## config.mk

```make
export PLATFORM = sky130hd
export DESIGN_NAME = mcuirq_ctrl
export DESIGN_NICKNAME = d
export VERILOG_FILES = /design/src/rtl/mcuirq_pkg.sv /design/src/rtl/mcuirq_ctrl.sv
export VERILOG_INCLUDE_DIRS = /design/src /design/src/rtl
export SDC_FILE = /design/constraint.sdc
export NUM_CORES = 1
export LEC_CHECK = 0
export BUFFER_PORTS_ARGS = -buffer_cell sky130_fd_sc_hd__clkbuf_2
export CAP_MARGIN = 20
export CORE_MARGIN = 2
export CORE_UTILIZATION = 48
export CTS_CLUSTER_DIAMETER = 80
export CTS_CLUSTER_SIZE = 16
export DETAILED_ROUTE_END_ITERATION = 10
export GPL_TIMING_DRIVEN = 0
export PLACE_DENSITY = 0.86
export SETUP_SLACK_MARGIN = 0.15
export SLEW_MARGIN = 20
export SYNTH_ARGS = -nofsm -noshare
export SYNTH_HDL_FRONTEND = slang
export SYNTH_SLANG_ARGS = --single-unit
export TNS_END_PERCENT = 20
```

## constraint.sdc

```tcl
create_clock -name ref_clk_i -period 1.75 [get_ports ref_clk_i]
set_input_delay 0.2625 -clock ref_clk_i [delete_from_list [all_inputs] [get_ports ref_clk_i]]
set_output_delay 0.2625 -clock ref_clk_i [all_outputs]
set_load 0.05 [all_outputs]
```

## src/rtl/mcuirq_map.svh

```systemverilog
// Register offsets, bit positions, reset values and timing for the
// interrupt controller. Assumes an 8-bit register port with byte offsets.
`ifndef MCUIRQ_MAP_SVH
`define MCUIRQ_MAP_SVH

// Register offsets
`define MCUIRQ_OFF_CORE_CTRL 8'h0b
`define MCUIRQ_OFF_CORE_CTRL_ALT 8'h8b
`define MCUIRQ_OFF_PFLAG_ONE 8'h0c
`define MCUIRQ_OFF_PFLAG_TWO 8'h0d
`define MCUIRQ_OFF_PEN_ONE 8'h8c
`define MCUIRQ_OFF_PEN_TWO 8'h8d
`define MCUIRQ_OFF_OPTION 8'h81
`define MCUIRQ_OFF_PIN_CHG_EN 8'h95

// Core control register fields, then the option register edge select bit
`define MCUIRQ_GLOBAL_IRQ_ENABLE 7
`define MCUIRQ_PERIPHERAL_GROUP_ENABLE 6
`define MCUIRQ_TIMER_ZERO_IRQ_ENABLE 5
`define MCUIRQ_PIN_IRQ_ENABLE 4
`define MCUIRQ_PORT_CHANGE_ENABLE 3
`define MCUIRQ_TIMER_ZERO_ROLLOVER_FLAG 2
`define MCUIRQ_PIN_IRQ_FLAG 1
`define MCUIRQ_PORT_CHANGE_FLAG 0
`define MCUIRQ_PIN_EDGE_SELECT 6

// Reset values and implemented-bit masks
`define MCUIRQ_CORE_CTRL_RESET 8'h00
`define MCUIRQ_PFLAG_RESET 8'h00
`define MCUIRQ_PEN_RESET 8'h00
`define MCUIRQ_OPTION_RESET 8'h00
`define MCUIRQ_PIN_CHG_EN_RESET 8'h00
`define MCUIRQ_TWO_IMPL_MASK 8'hf5

// Timing and vector
`define MCUIRQ_PHASE_Q1 2'h0
`define MCUIRQ_PHASE_Q2 2'h1
`define MCUIRQ_PHASE_Q4 2'h3
`define MCUIRQ_TIMER_TOP 8'hff
`define MCUIRQ_TIMER_WRAP 8'h00
`define MCUIRQ_VECTOR_PC 13'h0004

`endif

```

## src/rtl/mcuirq_pkg.sv

```systemverilog
// Types for the interrupt controller: sequencer states, core port
// carriers and the single state record of the controller.
package mcuirq_pkg;

  typedef enum logic [1:0] {
    MCUIRQ_IDLE = 2'b00,
    MCUIRQ_RECOG = 2'b01,
    MCUIRQ_FLUSH = 2'b10,
    MCUIRQ_WAKE_EXEC = 2'b11
  } mcuirq_seq_type;

  typedef struct packed {
    logic asleep;
    logic return_from_handler_instr;
    logic port_read;
    logic [12:0] return_pc;
  } mcuirq_core_in_type;

  typedef struct packed {
    logic take;
    logic wake;
    logic [12:0] push_addr;
    logic [12:0] vector_pc;
    logic [1:0] phase;
  } mcuirq_core_out_type;

  typedef struct packed {
    logic [1:0] phase;
    logic [7:0] ctrl;
    logic [7:0] pflag_one;
    logic [7:0] pflag_two;
    logic [7:0] pen_one;
    logic [7:0] pen_two;
    logic [7:0] option;
    logic [7:0] pin_chg_en;
    logic [7:0] port_ref;
    logic [7:0] timer_prev;
    logic pin_prev;
    logic edge_held;
    mcuirq_seq_type seq;
    logic [7:0] rdata;
    logic take;
    logic wake;
    logic [12:0] push_addr;
  } mcuirq_state_type;

endpackage : mcuirq_pkg

```

## src/rtl/mcuirq_ctrl.sv

```systemverilog
// Interrupt control logic of an 8-bit microcontroller core.
// Assumes the core and all sources share ref_clk_i; one instruction
// cycle is four clocks (Q1..Q4), counted here and exported to the core.
`include "mcuirq_map.svh"
`timescale 1ns/1ns
`default_nettype none

module mcuirq_ctrl #(
  parameter int PORT_W = 8
) (
  input wire logic ref_clk_i,
  input wire logic resetn_i,
  input wire logic [7:0] reg_addr_i,
  input wire logic [7:0] reg_wdata_i,
  input wire logic reg_wr_i,
  input wire logic reg_rd_i,
  output logic [7:0] reg_rdata_o,
  input wire mcuirq_pkg::mcuirq_core_in_type core_i,
  output mcuirq_pkg::mcuirq_core_out_type core_o,
  input wire logic external_irq_pin_i,
  input wire logic pin_lcd_active_i,
  input wire logic [7:0] timer_zero_count_i,
  input wire logic [PORT_W-1:0] port_b_i,
  input wire logic [7:0] pflag_one_set_i,
  input wire logic [7:0] pflag_two_set_i
);

  // Reset image of the whole state record
  // Port reference starts at zero: a pin already high after reset
  // counts as a change once its mask bit is set, until a port read
  // re-arms the reference. Software reads the port before enabling.
  localparam mcuirq_pkg::mcuirq_state_type RESET_STATE = '{
    phase: `MCUIRQ_PHASE_Q1,
    ctrl: `MCUIRQ_CORE_CTRL_RESET,
    pflag_one: `MCUIRQ_PFLAG_RESET,
    pflag_two: `MCUIRQ_PFLAG_RESET,
    pen_one: `MCUIRQ_PEN_RESET,
    pen_two: `MCUIRQ_PEN_RESET,
    option: `MCUIRQ_OPTION_RESET,
    pin_chg_en: `MCUIRQ_PIN_CHG_EN_RESET,
    port_ref: 8'h00,
    timer_prev: 8'h00,
    pin_prev: 1'b0,
    edge_held: 1'b0,
    seq: mcuirq_pkg::MCUIRQ_IDLE,
    rdata: 8'h00,
    take: 1'b0,
    wake: 1'b0,
    push_addr: 13'h0000
  };

  mcuirq_pkg::mcuirq_state_type st_reg;
  mcuirq_pkg::mcuirq_state_type st_next;

  // Address match, shared by write decode and read mux
  function automatic logic addr_is(input logic [7:0] a, input logic [7:0] off);
    addr_is = (a == off);
  endfunction : addr_is

  function automatic logic is_core_ctrl(input logic [7:0] a);
    is_core_ctrl = addr_is(a, `MCUIRQ_OFF_CORE_CTRL) |
                   addr_is(a, `MCUIRQ_OFF_CORE_CTRL_ALT);
  endfunction : is_core_ctrl

  // Edge qualifier, shared by both polarities of the pin
  function automatic logic edge_seen(input logic prev, input logic now, input logic rising);
    if (rising) begin
      edge_seen = now & ~prev;
    end else begin
      edge_seen = ~now & prev;
    end
  endfunction : edge_seen

  // Flag bank against its enables; same term for both banks
  function automatic logic any_enabled(input logic [7:0] flags, input logic [7:0] enables);
    any_enabled = |(flags & enables);
  endfunction : any_enabled

  // Bank two has holes; writes and sets never reach them
  function automatic logic [7:0] impl_two(input logic [7:0] d);
    impl_two = d & `MCUIRQ_TWO_IMPL_MASK;
  endfunction : impl_two

  // Overflow only; a software load of zero is not a wrap
  function automatic logic wrapped(input logic [7:0] prev, input logic [7:0] now);
    wrapped = (prev == `MCUIRQ_TIMER_TOP) && (now == `MCUIRQ_TIMER_WRAP);
  endfunction : wrapped

  // Per-pin change detect; the port is widened to a byte for storage
  // A pin left different keeps setting the flag until the reference
  // is re-armed, so a software clear alone does not stick
  logic [7:0] port_now;
  logic [7:0] pin_changed;
  assign port_now = 8'(port_b_i);

  genvar gi;
  generate
    for (gi = 0; gi < 8; gi++) begin : g_chg
      assign pin_changed[gi] = (port_now[gi] ^ st_reg.port_ref[gi]) &
                               st_reg.pin_chg_en[gi];
    end
  endgenerate

  // Pending terms from the registered flags and enables
  logic core_hit;
  logic periph_hit;
  logic any_hit;
  logic service;
  logic pin_wake;
  logic timer_hit;
  logic pin_hit;
  logic change_hit;
  logic periph_one_hit;
  logic periph_two_hit;

  // each flag ANDed with its enable
  assign timer_hit = st_reg.ctrl[`MCUIRQ_TIMER_ZERO_ROLLOVER_FLAG] &
                     st_reg.ctrl[`MCUIRQ_TIMER_ZERO_IRQ_ENABLE];
  assign pin_hit = st_reg.ctrl[`MCUIRQ_PIN_IRQ_FLAG] &
                   st_reg.ctrl[`MCUIRQ_PIN_IRQ_ENABLE];
  assign change_hit = st_reg.ctrl[`MCUIRQ_PORT_CHANGE_FLAG] &
                      st_reg.ctrl[`MCUIRQ_PORT_CHANGE_ENABLE];
  assign core_hit = timer_hit | pin_hit | change_hit;

  // peripheral group under its own enable
  assign periph_one_hit = any_enabled(st_reg.pflag_one, st_reg.pen_one);
  assign periph_two_hit = any_enabled(st_reg.pflag_two, st_reg.pen_two);
  assign periph_hit = st_reg.ctrl[`MCUIRQ_PERIPHERAL_GROUP_ENABLE] &
                      (periph_one_hit | periph_two_hit);

  assign any_hit = core_hit | periph_hit;

  assign service = st_reg.ctrl[`MCUIRQ_GLOBAL_IRQ_ENABLE] & any_hit;

  // wake does not look at the global enable
  assign pin_wake = any_hit;

  // Next-state of the whole block
  always_comb begin
    logic cycle_end;
    logic pin_rise;
    logic pin_fall;
    logic pin_edge;
    logic edge_window;
    logic timer_wrap;
    logic gie_now;
    cycle_end = 1'b0;
    pin_rise = 1'b0;
    pin_fall = 1'b0;
    pin_edge = 1'b0;
    edge_window = 1'b0;
    timer_wrap = 1'b0;
    gie_now = 1'b0;
    st_next = st_reg;

    // Free-running Q phase; Q4 closes each instruction cycle
    st_next.phase = st_reg.phase + 2'h1;
    cycle_end = (st_reg.phase == `MCUIRQ_PHASE_Q4);
    edge_window = cycle_end | (st_reg.phase == `MCUIRQ_PHASE_Q1);

    // Pulses last one clock unless reissued
    st_next.take = 1'b0;
    st_next.wake = 1'b0;
    st_next.pin_prev = external_irq_pin_i;
    st_next.timer_prev = timer_zero_count_i;

    // Register writes; unmapped offsets are ignored
    // Writes land first; the event sets further down win over a
    // software clear in the same clock
    if (reg_wr_i) begin
      if (is_core_ctrl(reg_addr_i)) begin
        st_next.ctrl = reg_wdata_i;
      end
      if (addr_is(reg_addr_i, `MCUIRQ_OFF_PFLAG_ONE)) begin
        st_next.pflag_one = reg_wdata_i;
      end
      if (addr_is(reg_addr_i, `MCUIRQ_OFF_PFLAG_TWO)) begin
        st_next.pflag_two = impl_two(reg_wdata_i);
      end
      if (addr_is(reg_addr_i, `MCUIRQ_OFF_PEN_ONE)) begin
        st_next.pen_one = reg_wdata_i;
      end
      if (addr_is(reg_addr_i, `MCUIRQ_OFF_PEN_TWO)) begin
        st_next.pen_two = impl_two(reg_wdata_i);
      end
      if (addr_is(reg_addr_i, `MCUIRQ_OFF_OPTION)) begin
        st_next.option = reg_wdata_i;
      end
      if (addr_is(reg_addr_i, `MCUIRQ_OFF_PIN_CHG_EN)) begin
        st_next.pin_chg_en = reg_wdata_i;
      end
    end

    // Read data stands only in the cycle after the strobe
    // Reads show the registered copy, so a flag set in the read clock
    // appears on the following read
    st_next.rdata = 8'h00;
    if (reg_rd_i) begin
      if (is_core_ctrl(reg_addr_i)) begin
        st_next.rdata = st_reg.ctrl;
      end else if (addr_is(reg_addr_i, `MCUIRQ_OFF_PFLAG_ONE)) begin
        st_next.rdata = st_reg.pflag_one;
      end else if (addr_is(reg_addr_i, `MCUIRQ_OFF_PFLAG_TWO)) begin
        st_next.rdata = st_reg.pflag_two;
      end else if (addr_is(reg_addr_i, `MCUIRQ_OFF_PEN_ONE)) begin
        st_next.rdata = st_reg.pen_one;
      end else if (addr_is(reg_addr_i, `MCUIRQ_OFF_PEN_TWO)) begin
        st_next.rdata = st_reg.pen_two;
      end else if (addr_is(reg_addr_i, `MCUIRQ_OFF_OPTION)) begin
        st_next.rdata = st_reg.option;
      end else if (addr_is(reg_addr_i, `MCUIRQ_OFF_PIN_CHG_EN)) begin
        st_next.rdata = st_reg.pin_chg_en;
      end
    end

    pin_rise = edge_seen(st_reg.pin_prev, external_irq_pin_i, 1'b1);
    pin_fall = edge_seen(st_reg.pin_prev, external_irq_pin_i, 1'b0);
    pin_edge = st_reg.option[`MCUIRQ_PIN_EDGE_SELECT] ? pin_rise : pin_fall;
    // LCD drive masks the pin interrupt
    pin_edge = pin_edge & ~pin_lcd_active_i;

    // An edge in Q2 or Q3 is parked in edge_held and committed at the
    // next Q4, so an edge only ever sets the flag in the Q4 and Q1 window
    // edges outside Q4/Q1 wait for the window
    if (edge_window) begin
      st_next.edge_held = 1'b0;
      // valid edge sets pin flag; set beats a clear
      if (pin_edge | st_reg.edge_held) begin
        st_next.ctrl[`MCUIRQ_PIN_IRQ_FLAG] = 1'b1;
      end
    end else if (pin_edge) begin
      st_next.edge_held = 1'b1;
    end

    // wrap from top to zero sets the timer flag
    timer_wrap = wrapped(st_reg.timer_prev, timer_zero_count_i);
    if (timer_wrap) begin
      st_next.ctrl[`MCUIRQ_TIMER_ZERO_ROLLOVER_FLAG] = 1'b1;
    end

    // any enabled pin mismatch sets the change flag
    if (|pin_changed) begin
      st_next.ctrl[`MCUIRQ_PORT_CHANGE_FLAG] = 1'b1;
    end
    // a port read re-arms the reference; a change in the
    // same clock still sets the flag against the old reference
    if (core_i.port_read) begin
      st_next.port_ref = port_now;
    end

    // peripheral flags set regardless of enables, set wins
    st_next.pflag_one = st_next.pflag_one | pflag_one_set_i;
    st_next.pflag_two = st_next.pflag_two |
                        impl_two(pflag_two_set_i);

    // handler return re-arms the global enable
    if (core_i.return_from_handler_instr) begin
      st_next.ctrl[`MCUIRQ_GLOBAL_IRQ_ENABLE] = 1'b1;
    end
    // Decisions use the enable as it stands after this clock's write
    // and return, so a clear at the boundary already blocks entry
    gie_now = st_next.ctrl[`MCUIRQ_GLOBAL_IRQ_ENABLE];

    // Entry walk: a boundary that sees an enabled request moves to
    // recognition, the next boundary to the flush cycle, and the third
    // raises take with the enable cleared. The fixed two-cycle tail keeps
    // latency the same whatever the core executes; the cost is that a
    // request set just after a boundary waits almost a cycle.
    // Entry sequencer, advancing only at instruction-cycle boundaries
    case (st_reg.seq)
      mcuirq_pkg::MCUIRQ_IDLE: begin
        if (cycle_end) begin
          // Asleep: any enabled source wakes, the global enable only
          // picks between vectoring and running on in sequence
          if (core_i.asleep) begin
            if (pin_wake) begin
              st_next.wake = 1'b1;
              // branch only with global enable set
              if (gie_now) begin
                st_next.seq = mcuirq_pkg::MCUIRQ_WAKE_EXEC;
              end
            end
          end else if (service & gie_now) begin
            st_next.seq = mcuirq_pkg::MCUIRQ_RECOG;
          end
        end
      end
      mcuirq_pkg::MCUIRQ_WAKE_EXEC: begin
        // one instruction after wake before vectoring
        // The core runs the instruction after the sleep first
        if (cycle_end) begin
          st_next.seq = mcuirq_pkg::MCUIRQ_RECOG;
        end
      end
      mcuirq_pkg::MCUIRQ_RECOG: begin
        if (cycle_end) begin
          // cleared enable drops entry, flags stay pending
          // The flags are untouched, so entry resumes once re-enabled
          if (!gie_now) begin
            st_next.seq = mcuirq_pkg::MCUIRQ_IDLE;
          end else begin
            st_next.seq = mcuirq_pkg::MCUIRQ_FLUSH;
          end
        end
      end
      mcuirq_pkg::MCUIRQ_FLUSH: begin
        // dummy cycle evens out one- and two-cycle opcodes
        // A flag cleared by software here still lets entry go ahead;
        // the handler then polls and finds nothing, which is harmless
        if (cycle_end) begin
          st_next.seq = mcuirq_pkg::MCUIRQ_IDLE;
          if (gie_now) begin
            // clear enable, push return PC, vector
            st_next.ctrl[`MCUIRQ_GLOBAL_IRQ_ENABLE] = 1'b0;
            st_next.take = 1'b1;
            // only the return PC is handed to the stack
            st_next.push_addr = core_i.return_pc;
          end
        end
      end
      default: begin
        st_next.seq = mcuirq_pkg::MCUIRQ_IDLE;
      end
    endcase
  end

  // State register
  // Synchronous reset only; the reset image is all constants
  always_ff @(posedge ref_clk_i) begin
    // reset clears the global enable with all else
    if (!resetn_i) begin
      st_reg <= RESET_STATE;
    end else begin
      st_reg <= st_next;
    end
  end

  // Outputs straight from the state record, bar the fixed vector
  // take and push_addr come from one edge, so the core may push and
  // load the vector in the same clock; push_addr then holds
  assign reg_rdata_o = st_reg.rdata;
  assign core_o.take = st_reg.take;
  assign core_o.wake = st_reg.wake;
  assign core_o.push_addr = st_reg.push_addr;
  assign core_o.vector_pc = `MCUIRQ_VECTOR_PC; // Fixed handler address
  assign core_o.phase = st_reg.phase;

endmodule : mcuirq_ctrl

`default_nettype wire

```

After elaboration in Yosys (flattened, before gate mapping)
Index checks and enable logic that the tools add are counted.
- bits in registers: 99
- input port bits: 70
- output and inout port bits: 38
- logic and storage cells: 140
- add/sub/neg operators: 1
- equality and inequality tests: 20
- muxes and demuxes: 35
- bitwise gates (word level): 40
- reductions and logical operators: 24
- operators with widths (operator ; count):
    $mux W8 ; 14
    $mux W56 ; 1
    $eq A8 B8 Y1 const B ; 6
    $eq A8 B4 Y1 const B ; 3
    $reduce_or A8 Y1 ; 3
    $mux W2 ; 9
    $and A1 B1 Y1 ; 17
    $and A8 B8 Y8 ; 2
    $or A8 B8 Y8 ; 2
    $reduce_and A2 Y1 ; 8
    $mux W1 ; 10
    $ne A3 B3 Y1 const B ; 3
    $logic_not A8 Y1 ; 1
    $ne A2 B2 Y1 const B ; 4
    $pmux W2 S4 ; 1
    $reduce_bool A2 Y1 ; 4
    $xor A1 B1 Y1 ; 8
    $or A1 B1 Y1 ; 7
    $reduce_and A7 Y1 ; 1
    $eq A2 B2 Y1 const B ; 3
    $reduce_and A3 Y1 ; 2
    $logic_not A2 Y1 ; 2
    $not A1 Y1 ; 4
    $reduce_and A4 Y1 ; 1
    4 further kinds ; 4

Depth between registers and ports, before layout
Gate-level depths: netlist of the first run.
- word-level depth: 11
- mapped depth: 8
- depth with buffers taken out: 7

Least setup slack after synthesis of the first run
Ideal clock, no wire load.
- path kind: in2reg
- start: input port reg_addr_i[4]
- end: register st_reg[75] in the netlist's numbering
- setup time: 0.132 ns
- arrival: 1.713 ns
- required time: 1.618 ns
- slack: -0.095 ns
- cell stages on the path: 5
- path buffers: 0
- path through: or3_4 -> nor3_4 -> nor4b_4 -> mux2i_1 -> a21oi_1
- word-level cells in the longest chain between the ends: 4
- RTL lines (element ; line ; text):
    start, declared ; mcuirq_ctrl.sv:13 ; input wire logic [7:0] reg_addr_i,
    $eq A8 B4 Y1 ; mcuirq_ctrl.sv:57 ; addr_is = (a == off);
    $mux W8 ; mcuirq_ctrl.sv:177 ; if (addr_is(reg_addr_i, `MCUIRQ_OFF_PFLAG_TWO)) begin
    $mux W56 ; mcuirq_ctrl.sv:170 ; if (reg_wr_i) begin
    $or A8 B8 Y8 ; mcuirq_ctrl.sv:253 ; st_next.pflag_two = st_next.pflag_two |
    end signal, assigned ; mcuirq_ctrl.sv:334 ; st_reg <= st_next;
    end, declared ; mcuirq_ctrl.sv:52 ; mcuirq_pkg::mcuirq_state_type st_reg;
No other way between the ends. The select of a mux whose other input is x is not followed.
A chain may end at the register's enable or synchronous reset.

Final worst setup path of the first run
- start: input port reg_addr_i[3]
- end: register st_reg[50] in the netlist's numbering
- word-level cells in the longest chain between the ends: 2
- RTL lines (element ; line):
    $eq A8 B8 Y1 ; mcuirq_ctrl.sv:57
    $reduce_and A2 Y1 (no line) ; -
No other way between the ends.

==> results of run 1 <==
## power by group
| part | internal (mW) | switching [mW] |
|---|---|---|
| registers | 2.28 | 0.0575 |
| logic | 0.266 | 0.385 |
| clock network | 0.543 | 0.840 |
| total | 3.09 | 1.28 |
## path summary, 6_finish.rpt
path                            slack, ns          startpoint  cells past startpoint         end
worst min-delay path                 0.09  pflag_one_set_i[0]                      3  st_reg[83]
worst min register to register       0.45           core_o[0]                      1   core_o[0]
worst max register to register       0.11          st_reg[98]                      6  core_o[19]
worst max-delay path                 0.08       reg_addr_i[3]                      7  st_reg[50]
## cell families after synthesis
kind of cell               synth area share
buffers and inverters                 0.105
DFF                                   0.434
and+or+nand+nor                       0.157
adders and majority gates            0.0168
other                               0.00168
xor gates and xnor gates             0.0157
AOI/OAI and AO/OA                     0.119
muxes                                 0.151
## final cells by class
cell class                      instances  area [sq um]
Multi-Input combinational cell        312          2230
Timing Repair Buffer                  101           564
Inverter                               20          75.1
Clock inverter                          7          62.6
Tap cell                              111           139
Fill cell                             747          3580
Clock buffer                            9           124
Sequential cell                        97          1950
Buffer                                 63           430
## layout by cell type (no fill, tap or decap), drive strengths merged, types with 2 or more instances in the layout
master  Yosys  final
or2         2      2
inv        20     23
nand3      22     22
nand4       3      3
nor3        5      5
conb        2     13
nand2      33     33
nor4b       2      2
a21oi      47     47
nor4        5      5
a31oi       2      2
a22oi      22     22
a221oi      2      2
mux2i      54     54
buf        46     59
dfxtp      97     97
clkbuf     17    114
nor2       41     41
or3         2      2
xor2        8      8
and2       11     11
ha          6      6
mux2        2      2
and4        2      2
mux4        5      5
o21ai       3      3
clkinv      0      3
nor3b       2      2
a22o        3      3
## metal layers
layer	vias to the layer above	routed length, um
li1	1883	-
met1	1857	4740
met2	216	5820
met3	46	939
met4	0	393
met5	-	0
## worst min-delay path: cells and delay by family
kind / cells / cell delay [ns]
buf+inv: 2 / 0.12
compound gates: 1 / 0.05
## repair_timing
action	CTS	global route
pin swaps	5	5
buffers inserted	6	4
hold buffers	0	0
setup endpoints to repair	66	60
gates resized for setup	31	24
==> impl_metrics.py, run 1 <==
metrics = {
    "synthesis": {
        "ys_warn_count": 0,
        "synth-edff-count": 0,
        "yosysUniqueCellTypes": 50,
        "async_reset_ff_frac": 0,
        "synth-seq-area-share": 0.434,
        "netlist_area_sq_um": 4480,
        "ys_seq_elements": 97,
        "synth_area_per_cell_sq_um": 9.30,
        "synth_area_leaders": "dfxtp_1 (43%), mux2i_1 (12%), buf_4 (6.5%), a21oi_1 (5.3%), a22oi_1 (3.7%)",
        "netlist.area_leader.share": 0.434,
        "yosysMostFrequentCell": "dfxtp_1",
        "synth_top_area_cell": "dfxtp_1",
        "ys.flop_type": "dfxtp_1",
        "synth_commonest_cells": "dfxtp_1 (97), mux2i_1 (54), a21oi_1 (47), nor2_1 (41), buf_4 (39)",
        "syn_inst": 481,
    },
    "clock_tree": {
        "path_clk_slew_ns": 0.10,
        "cts-buffers-inserted": 9,
        "clk_latency_ns": 0.38,
        "htreeDepth": 3,
        "cts_sinks": 97,
        "cts-root-buf": "clkbuf_8",
        "clock_path_buffers": 2,
        "cts_tree": "yes",
    },
    "critical_path": {
        "critPathTopFamily": "simple AND/OR/NAND/NOR gates",
        "critical_path_class": "in -> reg",
        "critical_path.cell_chain": "clkbuf_2 -> nand4bb_1 -> nor4_4 -> buf_4 -> nand2_1 -> nand2_1 -> a21oi_1",
        "arrival_ns": 1.92,
        "crit_slowest_cell": "nor4_4",
        "end_kind": "flip-flop",
        "worstPathRequired_ns": 1.99,
        "crit_path_start_kind": "input pin",
        "cp_max_fo": 8,
        "slowest_delay_ns": 0.48,
        "cp_num_buf_inv": 2,
        "crit_top_cell": "nand2_1",
    },
    "timing": {
        "tightest_slew_ns": 0.615,
        "hold_ws_ns": 0.0884,
        "rsz0062_at_grt": "yes",
        "finalHoldViolations": 0,
        "fin_ws_ns": 0.0762,
        "final-setup-viol-count": 0,
        "fin_crit_sh": 0.956,
        "skew_ns": 0.00754,
        "maxSlewViolCount": 0,
        "maxSlewHeadroom": 0.590,
        "finalSetupTns_ns": 0,
        "fmax_mhz": 597,
        "period_minus_slack_ns": 1.67,
    },
    "global_routing": {
        "busiest_layer": "met2",
        "grt_pass1_vias": 3755,
        "antenna_found_initial": 0,
        "met1_usage": 0.289,
        "grt_pass1_wl_mm": 18.1,
        "overflow": 0,
        "use_met3": 0.0444,
        "grt_max_degree": 19,
        "gr-usage-met2": 0.388,
        "grt.total_usage": 0.231,
    },
    "die": {
        "initial_utilization": 0.489,
        "die_height_um": 101,
        "fp.dieW_um": 101,
        "rows": 35,
        "die_area_sq_um": 10100,
        "io_pins": 108,
        "core_area_sq_um": 9150,
    },
    "place": {
        "place_area_sq_um": 5110,
        "portBuffers": 91,
        "place_hpwl_mm": 8.48,
        "gp_congestion": 0.929,
        "placed_cells": 694,
        "dp_slack_ns": -0.696,
    },
    "detailed_routing": {
        "firstDrtPassIters": 5,
        "post-route-drc-count": 0,
        "vias": 4002,
        "ant_nets": 0,
        "wirelength_mm": 11.9,
        "wl_per_cell_um": 16.5,
        "via_per_inst": 5.56,
        "drt-initial-drc-count": 433,
    },
    "final_layout": {
        "largest_reg_flops": 72,
        "layout.nets": 680,
        "drive_above_1_share": 0.325,
        "area_growth_syn_to_layout_pct": 24.5,
        "antenna_cells": 0,
        "postLayoutCellArea_sq_um": 5570,
        "final_cells": 720,
        "final_util": 0.609,
    },
    "power_and_ir_drop": {
        "p_per_area_nw_per_um2": 785,
        "finalPower_mw": 4.37,
        "irDropWorstVdd_mv": 0.356,
        "p_leak_nw": 2.47,
    },
    "job": {
        "maxCapViolations": 0,
    },
    "hold_path": {
        "holdCritPathClass": "in -> reg",
    },
    "outcome": {
        "outcome": "finished clean",
    },
}
(Power assumes the default switching activity.)
==> run 2, diff against run 1 <==
--- a/config.mk
+++ b/config.mk
@@ -6,16 +6,16 @@
 export SDC_FILE = /design/constraint.sdc
 export NUM_CORES = 1
 export LEC_CHECK = 0
+export ABC_AREA = 1
 export BUFFER_PORTS_ARGS = -buffer_cell sky130_fd_sc_hd__clkbuf_2
 export CAP_MARGIN = 20
-export CORE_MARGIN = 2
-export CORE_UTILIZATION = 48
+export CORE_UTILIZATION = 49
 export CTS_CLUSTER_DIAMETER = 80
 export CTS_CLUSTER_SIZE = 16
 export DETAILED_ROUTE_END_ITERATION = 10
 export GPL_TIMING_DRIVEN = 0
-export PLACE_DENSITY = 0.86
-export SETUP_SLACK_MARGIN = 0.15
+export PLACE_DENSITY = 0.87
+export SETUP_SLACK_MARGIN = 0.5
 export SLEW_MARGIN = 20
 export SYNTH_ARGS = -nofsm -noshare
 export SYNTH_HDL_FRONTEND = slang
==> run 2 against run 1 <==
Net effect:
- largest power group unchanged
- global-route usage grew 2.3 points
- via count is 16% higher
- critical path depth down 2
- register-to-register slack better by 0.28 ns
- sequential power about the same
- sequential share of layout area shrank 2.2 points
- count of clock-buffer cells in the layout increased by 2
- highest routed layer unchanged
- cell area increased by 8.3%
- clock power rose by 11%
- non-clock buffer count up 1
- hold slack improved by 0.0056 ns
==> impl_metrics.py, run 2 <==
metrics = {
    "outcome": {
        "outcome": "finished clean",
    },
    "timing": {
        "rsz0062_at_grt": "yes",
        "skew_ns": 0.0129,
        "finalHoldViolations": 0,
        "fmax_mhz": 735,
        "maxSlewViolCount": 0,
        "period_minus_slack_ns": 1.36,
        "finalSetupTns_ns": 0,
        "hold_ws_ns": 0.0940,
        "maxSlewHeadroom": 0.594,
        "fin_ws_ns": 0.389,
        "tightest_slew_ns": 0.609,
        "fin_crit_sh": 0.777,
        "final-setup-viol-count": 0,
    },
    "global_routing": {
        "use_met3": 0.0513,
        "busiest_layer": "met2",
        "gr-usage-met2": 0.419,
        "antenna_found_initial": 0,
        "grt.total_usage": 0.254,
        "overflow": 0,
        "met1_usage": 0.330,
        "grt_max_degree": 17,
        "grt_pass1_vias": 4220,
        "grt_pass1_wl_mm": 19.7,
    },
    "synthesis": {
        "netlist.area_leader.share": 0.416,
        "synth-seq-area-share": 0.416,
        "yosysUniqueCellTypes": 38,
        "ys_warn_count": 0,
        "yosysMostFrequentCell": "nand2_1",
        "ys_seq_elements": 97,
        "ys.flop_type": "dfxtp_1",
        "synth_area_leaders": "dfxtp_1 (42%), nand2_1 (11%), inv_1 (6.3%), a21oi_1 (6.3%), buf_4 (6.3%)",
        "syn_inst": 663,
        "async_reset_ff_frac": 0,
        "synth-edff-count": 0,
        "synth_area_per_cell_sq_um": 7.05,
        "netlist_area_sq_um": 4670,
        "synth_commonest_cells": "nand2_1 (136), dfxtp_1 (97), inv_1 (79), nor2_1 (77), a21oi_1 (59)",
        "synth_top_area_cell": "dfxtp_1",
    },
    "hold_path": {
        "hold_depth": 3,
        "holdCritPathClass": "in -> reg",
        "hp-start": "timer_zero_count_i[5]",
    },
    "final_layout": {
        "final_cells": 927,
        "largest_reg_flops": 72,
        "final_cell_mix": "nand2_1 (128), clkbuf_2 (77), inv_1 (75), dfxtp_1 (71), nor2_1 (67)",
        "final_common_cell": "nand2_1",
        "layout.nets": 869,
        "area_growth_syn_to_layout_pct": 29.1,
        "drive_above_1_share": 0.318,
        "num-fill-cells": 809,
        "antenna_cells": 0,
    },
    "die": {
        "rows": 35,
        "initial_utilization": 0.506,
        "core_area_sq_um": 9240,
        "io_pins": 108,
        "fp.dieW_um": 99.6,
        "die_height_um": 99.6,
        "die_area_sq_um": 9930,
    },
    "critical_path": {
        "worstPathRequired_ns": 1.97,
        "arrival_ns": 1.58,
        "critical_path.cell_chain": "or2_4 -> nand3_2 -> nand4_1 -> nor4_4 -> a21oi_1",
        "cp_max_fo": 3,
        "cp-startpoint": "st_reg[41]",
        "worstRegToRegCells": 5,
        "slowest_delay_ns": 0.35,
        "crit_path_start_kind": "flip-flop",
        "critical_path_class": "reg -> reg",
        "end_kind": "flip-flop",
        "crit_slowest_cell": "nor4_4",
        "r2r_start": "st_reg[41]",
    },
    "clock_tree": {
        "cts_tree": "yes",
        "hold_buffers": 0,
        "clock_path_buffers": 2,
        "cts-buffers-inserted": 9,
        "clk_latency_ns": 0.36,
        "htreeDepth": 3,
        "cts_sinks": 97,
        "cts-root-buf": "clkbuf_8",
        "path_clk_slew_ns": 0.10,
    },
    "detailed_routing": {
        "ant_nets": 0,
        "wirelength_mm": 12.7,
        "post-route-drc-count": 0,
        "wl_per_cell_um": 13.7,
        "firstDrtPassIters": 5,
        "via_per_inst": 5.03,
        "drt-initial-drc-count": 510,
        "vias": 4661,
    },
    "power_and_ir_drop": {
        "irDropWorstVdd_mv": 0.376,
        "p_leak_nw": 2.95,
        "finalPower_mw": 4.62,
        "p_per_area_nw_per_um2": 765,
    },
    "place": {
        "gp_congestion": 0.932,
        "place_hpwl_mm": 8.96,
        "placed_cells": 894,
        "portBuffers": 91,
        "dp_slack_ns": -0.0309,
    },
    "job": {
        "maxCapViolations": 0,
    },
}
-- run 2: changes by cell type after synthesis, sizes merged, moves of 22 or more --
cell   previous run  this run
o21ai             3        53
nand3            22        47
nand2            33       138
nor2             41        80
a22oi            22         0
mux2i            54         0
inv              20        86
-- run 2: final cells by class --
cell class	instances	area [sq um]	share of cell area
tap	129	161	0.0268
multi-input combinational	433	2210	0.366
sequential	97	1980	0.328
clock buffer	11	141	0.0234
buffer	57	434	0.0720
clock inverter	5	63.8	0.0106
timing repair buffer	108	714	0.118
inverter	87	332	0.0550
-- run 2: what timing repair did --
| item | CTS | global route |
|---|---|---|
| gates resized for setup | 30 | 90 |
| pin swaps | 2 | 15 |
| setup buffers | 4 | 12 |
| cloned | 0 | 1 |
| setup endpoints to repair | 73 | 92 |
-- run 2: routing by layer --
metal / vias to the layer above / part of all wire
li1: 2325 / -
met1: 2099 / 0.42
met2: 203 / 0.47
met3: 34 / 0.076
met4: 0 / 0.026
met5: - / 0
-- run 2: metrics by stage --
| step | cell area [sq um] | util |
|---|---|---|
| 2_1_floorplan | 4740 | - |
| 3_3_place_gp | 5360 | 0.580 |
| 3_5_place_dp | 5360 | 0.580 |
| 4_1_cts | 5730 | 0.620 |
| 5_1_grt | 6030 | 0.653 |
| 6_report | 6030 | 0.653 |
-- run 2: power by group --
part	total [mW]	switching, mW	leakage [nW]	internal (mW)
clock network	1.53	0.813	0.100	0.712
registers	2.36	0.0635	0.802	2.29
logic	0.736	0.447	2.05	0.289
total	4.62	1.32	2.95	3.29
-- run 2: worst paths after layout --
kind,end,slack [ns]
hold reg to reg,st_reg[25],0.46
hold / removal,st_reg[32],0.09
setup reg to reg,st_reg[91],0.39
setup / recovery,st_reg[91],0.39
-- run 2: cell families (layout without fill, tap and decap cells) --
kind of cell	after synthesis	count (layout)	synth area share
AOI/OAI and AO/OA	132	132	0.151
adders and majority gates	6	6	0.0161
buffers and inverters	144	268	0.155
DFF	97	97	0.416
other	2	13	0.00161
and+or+nand+nor	282	282	0.261
-- run 2: critical path, delay by kind of cell (launching register included) --
kind             cells  cell delay [ns]
AO/OA/AOI/OAI        1             0.10
flip-flops           1             0.33
AND/OR/NAND/NOR      4             0.78
